File: config.mk
export PLATFORM = sky130hd
export DESIGN_NAME = tcdr_regs
export DESIGN_NICKNAME = d
export VERILOG_FILES = /design/src/verilog/tcdr_pkg.sv /design/src/verilog/tcdr_regs.sv
export SDC_FILE = /design/constraint.sdc
export NUM_CORES = 2
export LEC_CHECK = 0
export BUFFER_PORTS_ARGS = -buffer_cell sky130_fd_sc_hd__clkbuf_2
export CAP_MARGIN = 20
export CORE_MARGIN = 3
export CORE_UTILIZATION = 39
export DETAILED_ROUTE_END_ITERATION = 10
export SLEW_MARGIN = 20
export SYNTH_ARGS = -nofsm -noshare
export SYNTH_HDL_FRONTEND = slang
export SYNTH_SLANG_ARGS = --single-unit
File: constraint.sdc
create_clock -name mclk_in -period 3.12 [get_ports mclk_in]
set_input_delay 0.156 -clock mclk_in [delete_from_list [all_inputs] [get_ports mclk_in]]
set_output_delay 0.156 -clock mclk_in [all_outputs]
set_load 0.1 [all_outputs]
File: src/verilog/tcdr_pkg.sv
`default_nettype none
package tcdr_pkg;
   localparam int unsigned DW        = 32;
   localparam int unsigned AW        = 8;
   localparam int unsigned NUM_SCR   = 8;
   localparam int unsigned NUM_PORTS = 3;
   localparam int unsigned PORT_NET  = 0;
   localparam int unsigned PORT_SCR  = 1;
   localparam int unsigned PORT_JTAG = 2;
   localparam int unsigned DIV_W     = 16;

   localparam logic [7:0] ADDR_RES  = 8'h02;
   localparam logic [7:0] ADDR_GRD  = 8'h04;
   localparam logic [7:0] ADDR_DINT = 8'h05;
   localparam logic [7:0] ADDR_DIV  = 8'h06;
   localparam logic [7:0] ADDR_SEC  = 8'h07;
   localparam logic [7:0] ADDR_SCR0 = 8'h20;
   localparam logic [7:0] ADDR_SCR7 = 8'h27;
   localparam logic [7:0] ADDR_PC0  = 8'h40;

   localparam int unsigned GRD_NET_RO = 0;
   localparam int unsigned GRD_ALL_RO = 31;
   localparam int unsigned DINT_REQ   = 0;
   localparam int unsigned DINT_INDBG = 1;
   localparam int unsigned DIV_GATE   = 31;
   localparam int unsigned SEC_WLOCK  = 31;
   localparam int unsigned SEC_GDBG   = 14;
   localparam int unsigned SEC_ALLLK  = 12;
   localparam int unsigned SEC_SECLK  = 8;
   localparam int unsigned SEC_BOOT   = 5;
   localparam int unsigned SEC_JBOOT  = 4;
   localparam int unsigned SEC_JDBG   = 0;

   localparam logic [31:0] GRD_MASK = 32'h8000_0001;
   localparam logic [31:0] DIV_MASK = 32'h8000_ffff;
   localparam logic [31:0] SEC_MASK = 32'h8000_5fb1;
   localparam logic [31:0] GRD_RST  = 32'h0000_0000;
   localparam logic [31:0] DIV_RST  = 32'h0000_0000;
   localparam logic [31:0] SEC_RST  = 32'h0000_0000;
   localparam logic [31:0] SCR_RST  = 32'h0000_0000;

   typedef struct packed {
      logic          valid;
      logic          write;
      logic [AW-1:0] addr;
      logic [DW-1:0] wdata;
   } tcdr_req_t;

   typedef struct packed {
      logic          ack;
      logic          refused;
      logic [DW-1:0] rdata;
   } tcdr_rsp_t;
endpackage
`default_nettype wire

File: src/verilog/tcdr_regs.sv
`timescale 1ns/1ns
`default_nettype none
module tcdr_regs #(
   parameter logic [7:0] TIMER_COUNT       = 8'h0a,
   parameter logic [7:0] CLOCK_BLOCK_COUNT = 8'h06
) (
   input  wire logic              mclk_in,
   input  wire logic              rstn_in,
   input  wire tcdr_pkg::tcdr_req_t net_req_in,
   input  wire tcdr_pkg::tcdr_req_t scr_req_in,
   input  wire tcdr_pkg::tcdr_req_t jtag_req_in,
   input  wire logic              in_debug_mode_in,
   input  wire logic [31:0]       pc_core0_in,
   input  wire logic              otp_load_in,
   input  wire logic [31:0]       otp_word_in,
   input  wire logic              divider_enable_in,
   output var  tcdr_pkg::tcdr_rsp_t net_rsp_out,
   output var  tcdr_pkg::tcdr_rsp_t scr_rsp_out,
   output var  tcdr_pkg::tcdr_rsp_t jtag_rsp_out,
   output logic                   debug_irq_out,
   output logic                   tile_clk_tick_out,
   output logic                   tile_clk_gate_out,
   output logic                   global_debug_block_out,
   output logic                   all_sector_lock_out,
   output logic [3:0]             per_sector_lock_out,
   output logic                   forced_otp_boot_out,
   output logic                   jtag_boot_cfg_block_out,
   output logic                   jtag_debug_port_block_out
);

   // ---------------------------------------------------------------
   // register state
   // ---------------------------------------------------------------
   logic [31:0]               guard_ff;
   logic [31:0]               nxt_guard;
   logic                      irq_ff;
   logic                      nxt_irq;
   logic                      in_dbg_ff;
   logic [31:0]               div_ff;
   logic [31:0]               nxt_div;
   logic [31:0]               sec_ff;
   logic [31:0]               nxt_sec;
   logic [31:0]               scratch_ff [tcdr_pkg::NUM_SCR];
   logic [31:0]               nxt_scratch [tcdr_pkg::NUM_SCR];
   tcdr_pkg::tcdr_req_t       req [tcdr_pkg::NUM_PORTS];
   tcdr_pkg::tcdr_rsp_t       rsp_ff [tcdr_pkg::NUM_PORTS];
   tcdr_pkg::tcdr_rsp_t       nxt_rsp [tcdr_pkg::NUM_PORTS];

   assign req[tcdr_pkg::PORT_NET]  = net_req_in;
   assign req[tcdr_pkg::PORT_SCR]  = scr_req_in;
   assign req[tcdr_pkg::PORT_JTAG] = jtag_req_in;

   // ---------------------------------------------------------------
   // decode helpers
   // ---------------------------------------------------------------
   // the scratch path sees only the processor status scratch view,
   // indexed 0..7; other ports use the tile register numbers
   function automatic logic [7:0] map_addr(input int unsigned p, input logic [7:0] a);
      logic [7:0] m;
      m = a;
      if (p == tcdr_pkg::PORT_SCR) begin
         m = (a < 8'(tcdr_pkg::NUM_SCR)) ? (tcdr_pkg::ADDR_SCR0 + a) : 8'hff;
      end
      return m;
   endfunction

   function automatic logic is_scr(input logic [7:0] a);
      return (a >= tcdr_pkg::ADDR_SCR0) && (a <= tcdr_pkg::ADDR_SCR7);
   endfunction

   function automatic logic is_writable(input logic [7:0] a);
      return (a == tcdr_pkg::ADDR_GRD) || (a == tcdr_pkg::ADDR_DINT) ||
             (a == tcdr_pkg::ADDR_DIV) || is_scr(a);
   endfunction

   function automatic logic is_mapped(input logic [7:0] a);
      return is_writable(a) || (a == tcdr_pkg::ADDR_RES) ||
             (a == tcdr_pkg::ADDR_SEC) || (a == tcdr_pkg::ADDR_PC0);
   endfunction

   // ---------------------------------------------------------------
   // register next values and answers
   // ---------------------------------------------------------------
   // all three ports are served in the same cycle; colliding writes
   // resolve network, then scratch path, then jtag, the last one wins
   always_comb begin
      logic [7:0]  a;
      logic        blocked;
      logic [31:0] rd;
      a         = 8'h00;
      blocked   = 1'b0;
      rd        = 32'h0000_0000;
      nxt_guard = guard_ff;
      nxt_div   = div_ff;
      nxt_sec   = sec_ff;
      nxt_irq   = irq_ff;
      for (int i = 0; i < tcdr_pkg::NUM_SCR; i++) begin
         nxt_scratch[i] = scratch_ff[i];
      end
      // the copy reloads only while its own lock bit is clear
      if (otp_load_in && !sec_ff[tcdr_pkg::SEC_WLOCK]) begin
         nxt_sec = otp_word_in & tcdr_pkg::SEC_MASK;
      end
      // the request is cleared here once the processor has entered debug mode
      if (in_dbg_ff) begin
         nxt_irq = 1'b0;
      end
      for (int p = 0; p < tcdr_pkg::NUM_PORTS; p++) begin
         a       = map_addr(p, req[p].addr);
         blocked = guard_ff[tcdr_pkg::GRD_ALL_RO];
         if (p == tcdr_pkg::PORT_NET && guard_ff[tcdr_pkg::GRD_NET_RO]) begin
            blocked = 1'b1;
         end
         if (p == tcdr_pkg::PORT_JTAG && sec_ff[tcdr_pkg::SEC_JBOOT] &&
             a == tcdr_pkg::ADDR_DIV) begin
            blocked = 1'b1;
         end
         case (a)
            tcdr_pkg::ADDR_RES:  rd = {16'h0000, CLOCK_BLOCK_COUNT, TIMER_COUNT};
            tcdr_pkg::ADDR_GRD:  rd = guard_ff;
            tcdr_pkg::ADDR_DINT: rd = {30'h0000_0000, in_dbg_ff, irq_ff};
            tcdr_pkg::ADDR_DIV:  rd = div_ff;
            tcdr_pkg::ADDR_SEC:  rd = sec_ff;
            tcdr_pkg::ADDR_PC0:  rd = pc_core0_in;
            default:             rd = is_scr(a) ? scratch_ff[a[2:0]] : 32'h0000_0000;
         endcase
         nxt_rsp[p].ack     = req[p].valid;
         nxt_rsp[p].rdata   = (req[p].valid && !req[p].write) ? rd : 32'h0000_0000;
         nxt_rsp[p].refused = req[p].valid &&
                              (!is_mapped(a) || (req[p].write && (!is_writable(a) || blocked)));
         if (req[p].valid && req[p].write && is_writable(a) && !blocked) begin
            case (a)
               tcdr_pkg::ADDR_GRD:  nxt_guard = req[p].wdata & tcdr_pkg::GRD_MASK;
               tcdr_pkg::ADDR_DIV:  nxt_div   = req[p].wdata & tcdr_pkg::DIV_MASK;
               tcdr_pkg::ADDR_DINT: begin
                  // a fresh request wins over the debug-mode clear
                  if (req[p].wdata[tcdr_pkg::DINT_REQ]) begin
                     nxt_irq = 1'b1;
                  end
               end
               default:             nxt_scratch[a[2:0]] = req[p].wdata;
            endcase
         end
      end
   end

   always_ff @(posedge mclk_in or negedge rstn_in) begin
      if (!rstn_in) begin
         guard_ff  <= tcdr_pkg::GRD_RST;
         div_ff    <= tcdr_pkg::DIV_RST;
         sec_ff    <= tcdr_pkg::SEC_RST;
         irq_ff    <= 1'b0;
         in_dbg_ff <= 1'b0;
         for (int i = 0; i < tcdr_pkg::NUM_SCR; i++) begin
            scratch_ff[i] <= tcdr_pkg::SCR_RST;
         end
         for (int p = 0; p < tcdr_pkg::NUM_PORTS; p++) begin
            rsp_ff[p] <= '0;
         end
      end else begin
         guard_ff  <= nxt_guard;
         div_ff    <= nxt_div;
         sec_ff    <= nxt_sec;
         irq_ff    <= nxt_irq;
         in_dbg_ff <= in_debug_mode_in;
         for (int i = 0; i < tcdr_pkg::NUM_SCR; i++) begin
            scratch_ff[i] <= nxt_scratch[i];
         end
         for (int p = 0; p < tcdr_pkg::NUM_PORTS; p++) begin
            rsp_ff[p] <= nxt_rsp[p];
         end
      end
   end

   // ---------------------------------------------------------------
   // tile clock divider
   // ---------------------------------------------------------------
   // the tile clock is delivered as a one-cycle tick so that no gated
   // clock leaves this block; divide values 0 and 1 both mean full rate
   logic [tcdr_pkg::DIV_W-1:0] div_cnt_ff;
   logic [tcdr_pkg::DIV_W-1:0] nxt_div_cnt;
   logic                       tick_ff;
   logic                       nxt_tick;

   always_comb begin
      nxt_div_cnt = 16'h0000;
      nxt_tick    = 1'b1;
      if (div_ff[tcdr_pkg::DIV_GATE]) begin
         nxt_tick = 1'b0;
      end else if (divider_enable_in && div_ff[15:0] > 16'h0001) begin
         nxt_tick    = (div_cnt_ff == 16'h0000);
         nxt_div_cnt = (div_cnt_ff >= div_ff[15:0] - 16'h0001) ? 16'h0000
                                                                : div_cnt_ff + 16'h0001;
      end
   end

   always_ff @(posedge mclk_in or negedge rstn_in) begin
      if (!rstn_in) begin
         div_cnt_ff <= 16'h0000;
         tick_ff    <= 1'b0;
      end else begin
         div_cnt_ff <= nxt_div_cnt;
         tick_ff    <= nxt_tick;
      end
   end

   // ---------------------------------------------------------------
   // outputs
   // ---------------------------------------------------------------
   assign net_rsp_out               = rsp_ff[tcdr_pkg::PORT_NET];
   assign scr_rsp_out               = rsp_ff[tcdr_pkg::PORT_SCR];
   assign jtag_rsp_out              = rsp_ff[tcdr_pkg::PORT_JTAG];
   assign debug_irq_out             = irq_ff;
   assign tile_clk_tick_out         = tick_ff;
   assign tile_clk_gate_out         = div_ff[tcdr_pkg::DIV_GATE];
   assign global_debug_block_out    = sec_ff[tcdr_pkg::SEC_GDBG];
   assign all_sector_lock_out       = sec_ff[tcdr_pkg::SEC_ALLLK];
   assign per_sector_lock_out       = sec_ff[tcdr_pkg::SEC_SECLK +: 4];
   assign forced_otp_boot_out       = sec_ff[tcdr_pkg::SEC_BOOT];
   assign jtag_boot_cfg_block_out   = sec_ff[tcdr_pkg::SEC_JBOOT];
   assign jtag_debug_port_block_out = sec_ff[tcdr_pkg::SEC_JDBG];

   // ---------------------------------------------------------------
   // assertions
   // ---------------------------------------------------------------
   property p_res_read;
      @(posedge mclk_in) disable iff (!rstn_in)
      (net_req_in.valid && !net_req_in.write && net_req_in.addr == tcdr_pkg::ADDR_RES)
      |=> (net_rsp_out.rdata == {16'h0000, CLOCK_BLOCK_COUNT, TIMER_COUNT}) && !net_rsp_out.refused;
   endproperty
   a_res_read: assert property (p_res_read) else $error("resource word wrong");

   property p_net_ro;
      @(posedge mclk_in) disable iff (!rstn_in)
      (net_req_in.valid && net_req_in.write && net_req_in.addr == tcdr_pkg::ADDR_DIV &&
       guard_ff[tcdr_pkg::GRD_NET_RO] && !jtag_req_in.valid)
      |=> net_rsp_out.refused && $stable(div_ff);
   endproperty
   a_net_ro: assert property (p_net_ro) else $error("network write passed guard");

   property p_all_ro;
      @(posedge mclk_in) disable iff (!rstn_in)
      guard_ff[tcdr_pkg::GRD_ALL_RO] && !otp_load_in && !in_dbg_ff
      |=> $stable(guard_ff) && $stable(div_ff) && $stable(irq_ff);
   endproperty
   a_all_ro: assert property (p_all_ro) else $error("write passed full guard");

   property p_guard_rst;
      @(posedge mclk_in) $rose(rstn_in) |-> guard_ff == 32'h0000_0000;
   endproperty
   a_guard_rst: assert property (p_guard_rst) else $error("guard not cleared");

   property p_irq_req;
      @(posedge mclk_in) disable iff (!rstn_in)
      (jtag_req_in.valid && jtag_req_in.write && jtag_req_in.addr == tcdr_pkg::ADDR_DINT &&
       jtag_req_in.wdata[0] && !guard_ff[tcdr_pkg::GRD_ALL_RO])
      |=> debug_irq_out ##0 jtag_rsp_out.ack;
   endproperty
   a_irq_req: assert property (p_irq_req) else $error("debug request lost");

   property p_in_dbg;
      @(posedge mclk_in) disable iff (!rstn_in)
      in_debug_mode_in[*2] ##0 (net_req_in.valid && !net_req_in.write &&
                               net_req_in.addr == tcdr_pkg::ADDR_DINT)
      |=> net_rsp_out.rdata[1];
   endproperty
   a_in_dbg: assert property (p_in_dbg) else $error("debug mode flag wrong");

   logic div3_run;
   assign div3_run = divider_enable_in && div_ff[15:0] == 16'h0003 && !div_ff[tcdr_pkg::DIV_GATE];

   property p_div_gap;
      @(posedge mclk_in) disable iff (!rstn_in)
      div3_run ##1 (div3_run && tick_ff) ##1 div3_run[*2] |-> !tick_ff ##1 tick_ff;
   endproperty
   a_div_gap: assert property (p_div_gap) else $error("divider rate wrong");

   property p_undiv;
      @(posedge mclk_in) disable iff (!rstn_in)
      !divider_enable_in && !div_ff[31] |=> tile_clk_tick_out;
   endproperty
   a_undiv: assert property (p_undiv) else $error("tick missing without enable");

   property p_gate;
      @(posedge mclk_in) disable iff (!rstn_in)
      div_ff[tcdr_pkg::DIV_GATE] |=> !tile_clk_tick_out;
   endproperty
   a_gate: assert property (p_gate) else $error("tick while gated");

   property p_sec_lock;
      @(posedge mclk_in) disable iff (!rstn_in)
      sec_ff[tcdr_pkg::SEC_WLOCK] |=> $stable(sec_ff);
   endproperty
   a_sec_lock: assert property (p_sec_lock) else $error("locked security word changed");

   property p_alias;
      @(posedge mclk_in) disable iff (!rstn_in)
      (scr_req_in.valid && scr_req_in.write && scr_req_in.addr == 8'h03 && !net_req_in.valid &&
       !jtag_req_in.valid && !guard_ff[tcdr_pkg::GRD_ALL_RO])
      |=> scratch_ff[3] == $past(scr_req_in.wdata);
   endproperty
   a_alias: assert property (p_alias) else $error("scratch alias broken");

   property p_pc_read;
      @(posedge mclk_in) disable iff (!rstn_in)
      (net_req_in.valid && !net_req_in.write && net_req_in.addr == tcdr_pkg::ADDR_PC0)
      |=> net_rsp_out.rdata == $past(pc_core0_in);
   endproperty
   a_pc_read: assert property (p_pc_read) else $error("core 0 pc read wrong");

   property p_gdbg_pin;
      @(posedge mclk_in) disable iff (!rstn_in)
      otp_load_in && !sec_ff[tcdr_pkg::SEC_WLOCK] && otp_word_in[tcdr_pkg::SEC_GDBG] |=> global_debug_block_out;
   endproperty
   a_gdbg_pin: assert property (p_gdbg_pin) else $error("global debug block missing");

   property p_all_lock_pin;
      @(posedge mclk_in) disable iff (!rstn_in)
      otp_load_in && !sec_ff[tcdr_pkg::SEC_WLOCK] && otp_word_in[tcdr_pkg::SEC_ALLLK] |=> all_sector_lock_out;
   endproperty
   a_all_lock_pin: assert property (p_all_lock_pin) else $error("all sector lock missing");

   property p_sector_pin;
      @(posedge mclk_in) disable iff (!rstn_in)
      otp_load_in && !sec_ff[tcdr_pkg::SEC_WLOCK] && otp_word_in[tcdr_pkg::SEC_SECLK] |=> per_sector_lock_out[0];
   endproperty
   a_sector_pin: assert property (p_sector_pin) else $error("sector lock missing");

   property p_boot_pin;
      @(posedge mclk_in) disable iff (!rstn_in)
      otp_load_in && !sec_ff[tcdr_pkg::SEC_WLOCK] && otp_word_in[tcdr_pkg::SEC_BOOT] |=> forced_otp_boot_out;
   endproperty
   a_boot_pin: assert property (p_boot_pin) else $error("forced boot missing");

   property p_jtag_cfg;
      @(posedge mclk_in) disable iff (!rstn_in)
      jtag_req_in.valid && jtag_req_in.write && jtag_req_in.addr == tcdr_pkg::ADDR_DIV &&
      sec_ff[tcdr_pkg::SEC_JBOOT] |=> jtag_rsp_out.refused;
   endproperty
   a_jtag_cfg: assert property (p_jtag_cfg) else $error("jtag divider write passed");

   property p_jdbg_pin;
      @(posedge mclk_in) disable iff (!rstn_in)
      otp_load_in && !sec_ff[tcdr_pkg::SEC_WLOCK] && otp_word_in[tcdr_pkg::SEC_JDBG] |=> jtag_debug_port_block_out;
   endproperty
   a_jdbg_pin: assert property (p_jdbg_pin) else $error("jtag debug block missing");

   property p_scr_read;
      @(posedge mclk_in) disable iff (!rstn_in)
      net_req_in.valid && !net_req_in.write && net_req_in.addr >= tcdr_pkg::ADDR_SCR0 &&
      net_req_in.addr <= tcdr_pkg::ADDR_SCR7 |=> net_rsp_out.ack && !net_rsp_out.refused;
   endproperty
   a_scr_read: assert property (p_scr_read) else $error("scratch read refused");

   property p_rsvd_zero;
      @(posedge mclk_in) disable iff (!rstn_in)
      (guard_ff & ~tcdr_pkg::GRD_MASK) == 32'h0000_0000 && (div_ff & ~tcdr_pkg::DIV_MASK) == 32'h0000_0000 &&
      (sec_ff & ~tcdr_pkg::SEC_MASK) == 32'h0000_0000;
   endproperty
   a_rsvd_zero: assert property (p_rsvd_zero) else $error("reserved bit set");

endmodule
`default_nettype wire

==> implementation parameters <==
Parameter                              Value

CTS
  Clk_lat worst skew    0.62 ns
  H-tree lvl count    2
  Clock slew at the register clock pins of the worst setup and hold paths    0.06 ns
  Clk Tree Root Cell    sky130_fd_sc_hd__clkbuf_16
  CTS tree    yes
  Clock tree sinks    452
  Post-CTS setup buffer count    0
  Number of buffers created by CTS    53
  Number of buffers on the longest clock path    3

Timing
  Minimum clock period after layout    3.006 ns
  Sum of negative setup slack    0 ns
  Max Transition Viols Final    0
  Hold Fails Final Rpt    0
  Highest clock frequency the design can meet    0.3326 GHz
  Final period utilization    96.36%
  Transition time of the tightest slew-check pin    0.9300 ns
  # setup viols final    0
  Final worst clock skew    0.01682 ns
  Max transition margin    37.43%
  RSZ-0062 raised after global routing    yes

Global routing
  Maximum number of pins on one net before global-route repair    94
  Antenna violations before repair    15
  Leftover overflow at the end of global routing    0
  Wire length of the first global-routing pass    205,200 um
  Number of global-route vias before repair    29,450
  Combined global-route utilization of all metal layers    33.73%

Setup path
  CP top delay family    buffers and inverters
  Worst setup EP type    flip-flop
  Required time of the critical path    3.61 ns
  Ordered cell list for the critical path    buf_4, nor4bb_1, buf_4, nand4_1, buf_4, mux2_2, o221ai_1, nand2_1, dlygate4sd3_1
  Worst setup path class    reg2reg
  Worst-path fanout max    32
  Worst stage delay on the critical path    0.61 ns
  Critical Path AT    3.50 ns
  WP buf/inv    4
  Cell with the biggest individual delay on the critical path    sky130_fd_sc_hd__buf_4
  Type of element launching the critical path    flip-flop
  Cell occurring most often along the worst timing path    sky130_fd_sc_hd__buf_4

Die
  Initial core utilization    39.57%
  Count of boundary I/O pins    309
  Area of the core    0.07645 sq mm
  Die X-Extent    284.5 um
  Die outline area    0.08095 sq mm
  Die outline height    284.5 um
  Row count    101

Min path
  Path type of the worst min-delay path    in2reg

Layout
  Total of fill cells in the finished design    7,121
  Ratio of cells with drive above 1 in the final layout    23.20%
  Relative area change from synthesis to final layout    20.30%
  Util after Layout    47.60%
  Layout Nets    3,640

Power and ir drop
  Sequential Power Share    41.3%
  Portion of total power attributed to combinational logic    17.7%
  Maximum VDD drop    392.5 uV
  Internal power consumption    11.11 mW
  Switching component of the power    4.771 mW
  Power density of the placed cells    436.2 mW/mm^2
  Post-route total power    15.88 mW
  Pleak    16.54 nW
  Part of the power in the clock network    41.0%
  Sw Ratio    30.05%

Detailed routing
  Via count normalized by instance count    6.802
  Total Routed Length    141,300 um
  Initial DRT Pass Iterations    8
  Via count    30,620
  Initial detailed-routing violation count    4,371
  Number of remaining DRC errors    0
  DRT antenna net count    0
  Detail-routed net length per standard cell    31.37 um

Flow run
  Count of max-cap constraint violations    0

Synth
  Largest area contributor in the netlist    sky130_fd_sc_hd__dfrtp_1
  Fraction of the yosys area taken by sequential cells    37.39%
  Async S/R FF share, synth    100.0%
  Netlist cell types    69
  Synth top area cells    sky130_fd_sc_hd__dfrtp_1, sky130_fd_sc_hd__mux4_2, sky130_fd_sc_hd__mux2i_1, sky130_fd_sc_hd__nand2_1, sky130_fd_sc_hd__mux2_2
  Area share of the largest cell type after synthesis    37.39%
  Post-synthesis net count    3,386
  Post-synthesis cell area    0.03025 sq mm
  Per-instance average area after synthesis    9.544 sq um
  Number of flip-flops and latches in the synthesized netlist    452
  Most frequently used flop master after synthesis    sky130_fd_sc_hd__dfrtp_1
  Post-synthesis instance total    3,170
  Most common library cells after synthesis    sky130_fd_sc_hd__dfrtp_1, sky130_fd_sc_hd__nand2_1, sky130_fd_sc_hd__clkbuf_1
  Ys Warns    0
  Post-synth EDFFs    0
  Most instantiated library cell after synthesis    sky130_fd_sc_hd__dfrtp_1

Status
  Status    complete, no violations

Placed design
  Detailed placer's ending HPWL    87,170 um
  GP Congestion    0.9131
  Buffers on Ports    287
[final timing paths]
check | from | endpoint | slack [ns] | cells after the start
min reg2reg | guard_ff[30]$_DFF_PN0_ | guard_ff[30]$_DFF_PN0_ | 0.52 | 1
max in group asynchronous | rstn_in | net_rsp_out[20]$_DFF_PN0_ | 2.02 | 3
max reg2reg | guard_ff[31]$_DFF_PN0_ | scratch_ff[105]$_DFF_PN0_ | 0.11 | 9
max | guard_ff[31]$_DFF_PN0_ | scratch_ff[105]$_DFF_PN0_ | 0.11 | 9
min | pc_core0_in[0] | net_rsp_out[0]$_DFF_PN0_ | 0.05 | 3
min in group asynchronous | rstn_in | div_cnt_ff[5]$_DFF_PN0_ | 0.19 | 2
[tightest hold or removal path, stage by stage]
cell	delay, ns
sky130_fd_sc_hd__clkbuf_2	0.13
sky130_fd_sc_hd__a22oi_1	0.17
sky130_fd_sc_hd__a31oi_1	0.14
[registers in the layout, indices dropped and copies added (netlist names)]
register and count:
scratch_ff 256, jtag_rsp_out 34, net_rsp_out 34, scr_rsp_out 34
div_ff 32, guard_ff 32, div_cnt_ff 16, sec_ff 11
debug_irq_out 1, in_dbg_ff 1, tile_clk_tick_out 1
[routing by layer]
| metal | global-route usage [%] | wire length (um) |
|---|---|---|
| met1 | 45.03 | 54920 |
| met2 | 48.28 | 58260 |
| met3 | 13.05 | 20330 |
| met4 | 14.99 | 7660 |
| met5 | 0 | 82 |
[power groups by stage]
| stage | clock network [mW] | logic [mW] | registers (mW) |
|---|---|---|---|
| 4_1_cts | 6.57 | 2.74 | 6.53 |
| 6_report | 6.52 | 2.80 | 6.56 |
| 5_1_grt | 6.78 | 2.99 | 6.58 |
| 3_5_place_dp | 0 | 2.56 | 6.63 |
| 3_3_place_gp | 0 | 2.54 | 6.63 |
| 2_1_floorplan | 0 | 1.56 | 6.67 |
[final cells by class]
cell class                 count  area, sq um  share of cell area [%]
antenna                        7        17.52                 0.04813
clock buffer                  67         1449                   3.981
clock inverter                29        319.1                  0.8766
inverter                      10        37.54                  0.1031
multi-input combinational   2326        17560                   48.24
sequential                   452        11310                   31.08
tap                         1030         1289                   3.541
timing repair buffer         581         4415                   12.13
[cells by family after synthesis]
family	after synthesis	share of synthesized area [%]
xor+xnor	28	0.8106
fa+ha+maj	21	0.8685
mux	398	17.71
compound gates	1122	25.53
flops	452	37.39
buf+inv	392	5.343
simple gates	757	12.35
[layout by cell type (no fill, tap or decap), types with 16 or more instances in the layout]
cell	n
sky130_fd_sc_hd__dfrtp_1	452
sky130_fd_sc_hd__nand2_1	365
sky130_fd_sc_hd__clkbuf_2	282
sky130_fd_sc_hd__o21ai_0	226
sky130_fd_sc_hd__mux2i_1	164
sky130_fd_sc_hd__a21oi_1	160
sky130_fd_sc_hd__dlygate4sd3_1	148
sky130_fd_sc_hd__a21o_1	130
sky130_fd_sc_hd__buf_4	119
sky130_fd_sc_hd__mux2_2	118
sky130_fd_sc_hd__o221ai_1	105
sky130_fd_sc_hd__nor2_1	95
sky130_fd_sc_hd__mux4_2	86
sky130_fd_sc_hd__a211oi_1	70
sky130_fd_sc_hd__a32oi_1	64
sky130_fd_sc_hd__o211ai_1	57
sky130_fd_sc_hd__clkbuf_16	53
sky130_fd_sc_hd__and2_1	46
sky130_fd_sc_hd__o21ai_1	46
sky130_fd_sc_hd__nor2b_1	44
sky130_fd_sc_hd__nor4_1	43
sky130_fd_sc_hd__a31oi_1	41
sky130_fd_sc_hd__a221oi_1	39
sky130_fd_sc_hd__o22ai_1	37
sky130_fd_sc_hd__a22oi_1	34
sky130_fd_sc_hd__a32o_1	32
sky130_fd_sc_hd__mux2_4	30
sky130_fd_sc_hd__buf_12	30
sky130_fd_sc_hd__a222oi_1	29
sky130_fd_sc_hd__nor3_1	26
sky130_fd_sc_hd__nand4_1	22
sky130_fd_sc_hd__ha_1	21
sky130_fd_sc_hd__o2bb2ai_1	20
sky130_fd_sc_hd__clkinv_2	16
[timing repair]
| action | 4_1_cts | 5_1_grt |
|---|---|---|
| endpoints found under the hold margin | 413 | 0 |
| hold buffers | 148 | 0 |
| resized for setup | 0 | 7 |
| setup endpoints to repair | 0 | 16 |
[through the flow]
step / hold slack (ns) / setup slack, ns / std cells / area (sq um)
after floorplan: -0.1396 / 0.06458 / 3170 / 30260
after global placement: 0.2628 / 0.1968 / 4250 / 33090
after detailed placement: 0.2643 / 0.1014 / 4251 / 33090
after CTS: 0.01504 / 0.1204 / 4495 / 36340
after global routing: 0.04370 / -0.004178 / 4497 / 36380
final: 0.04917 / 0.1136 / 4502 / 36400
No activity file was read; power rests on OpenSTA's default activity.
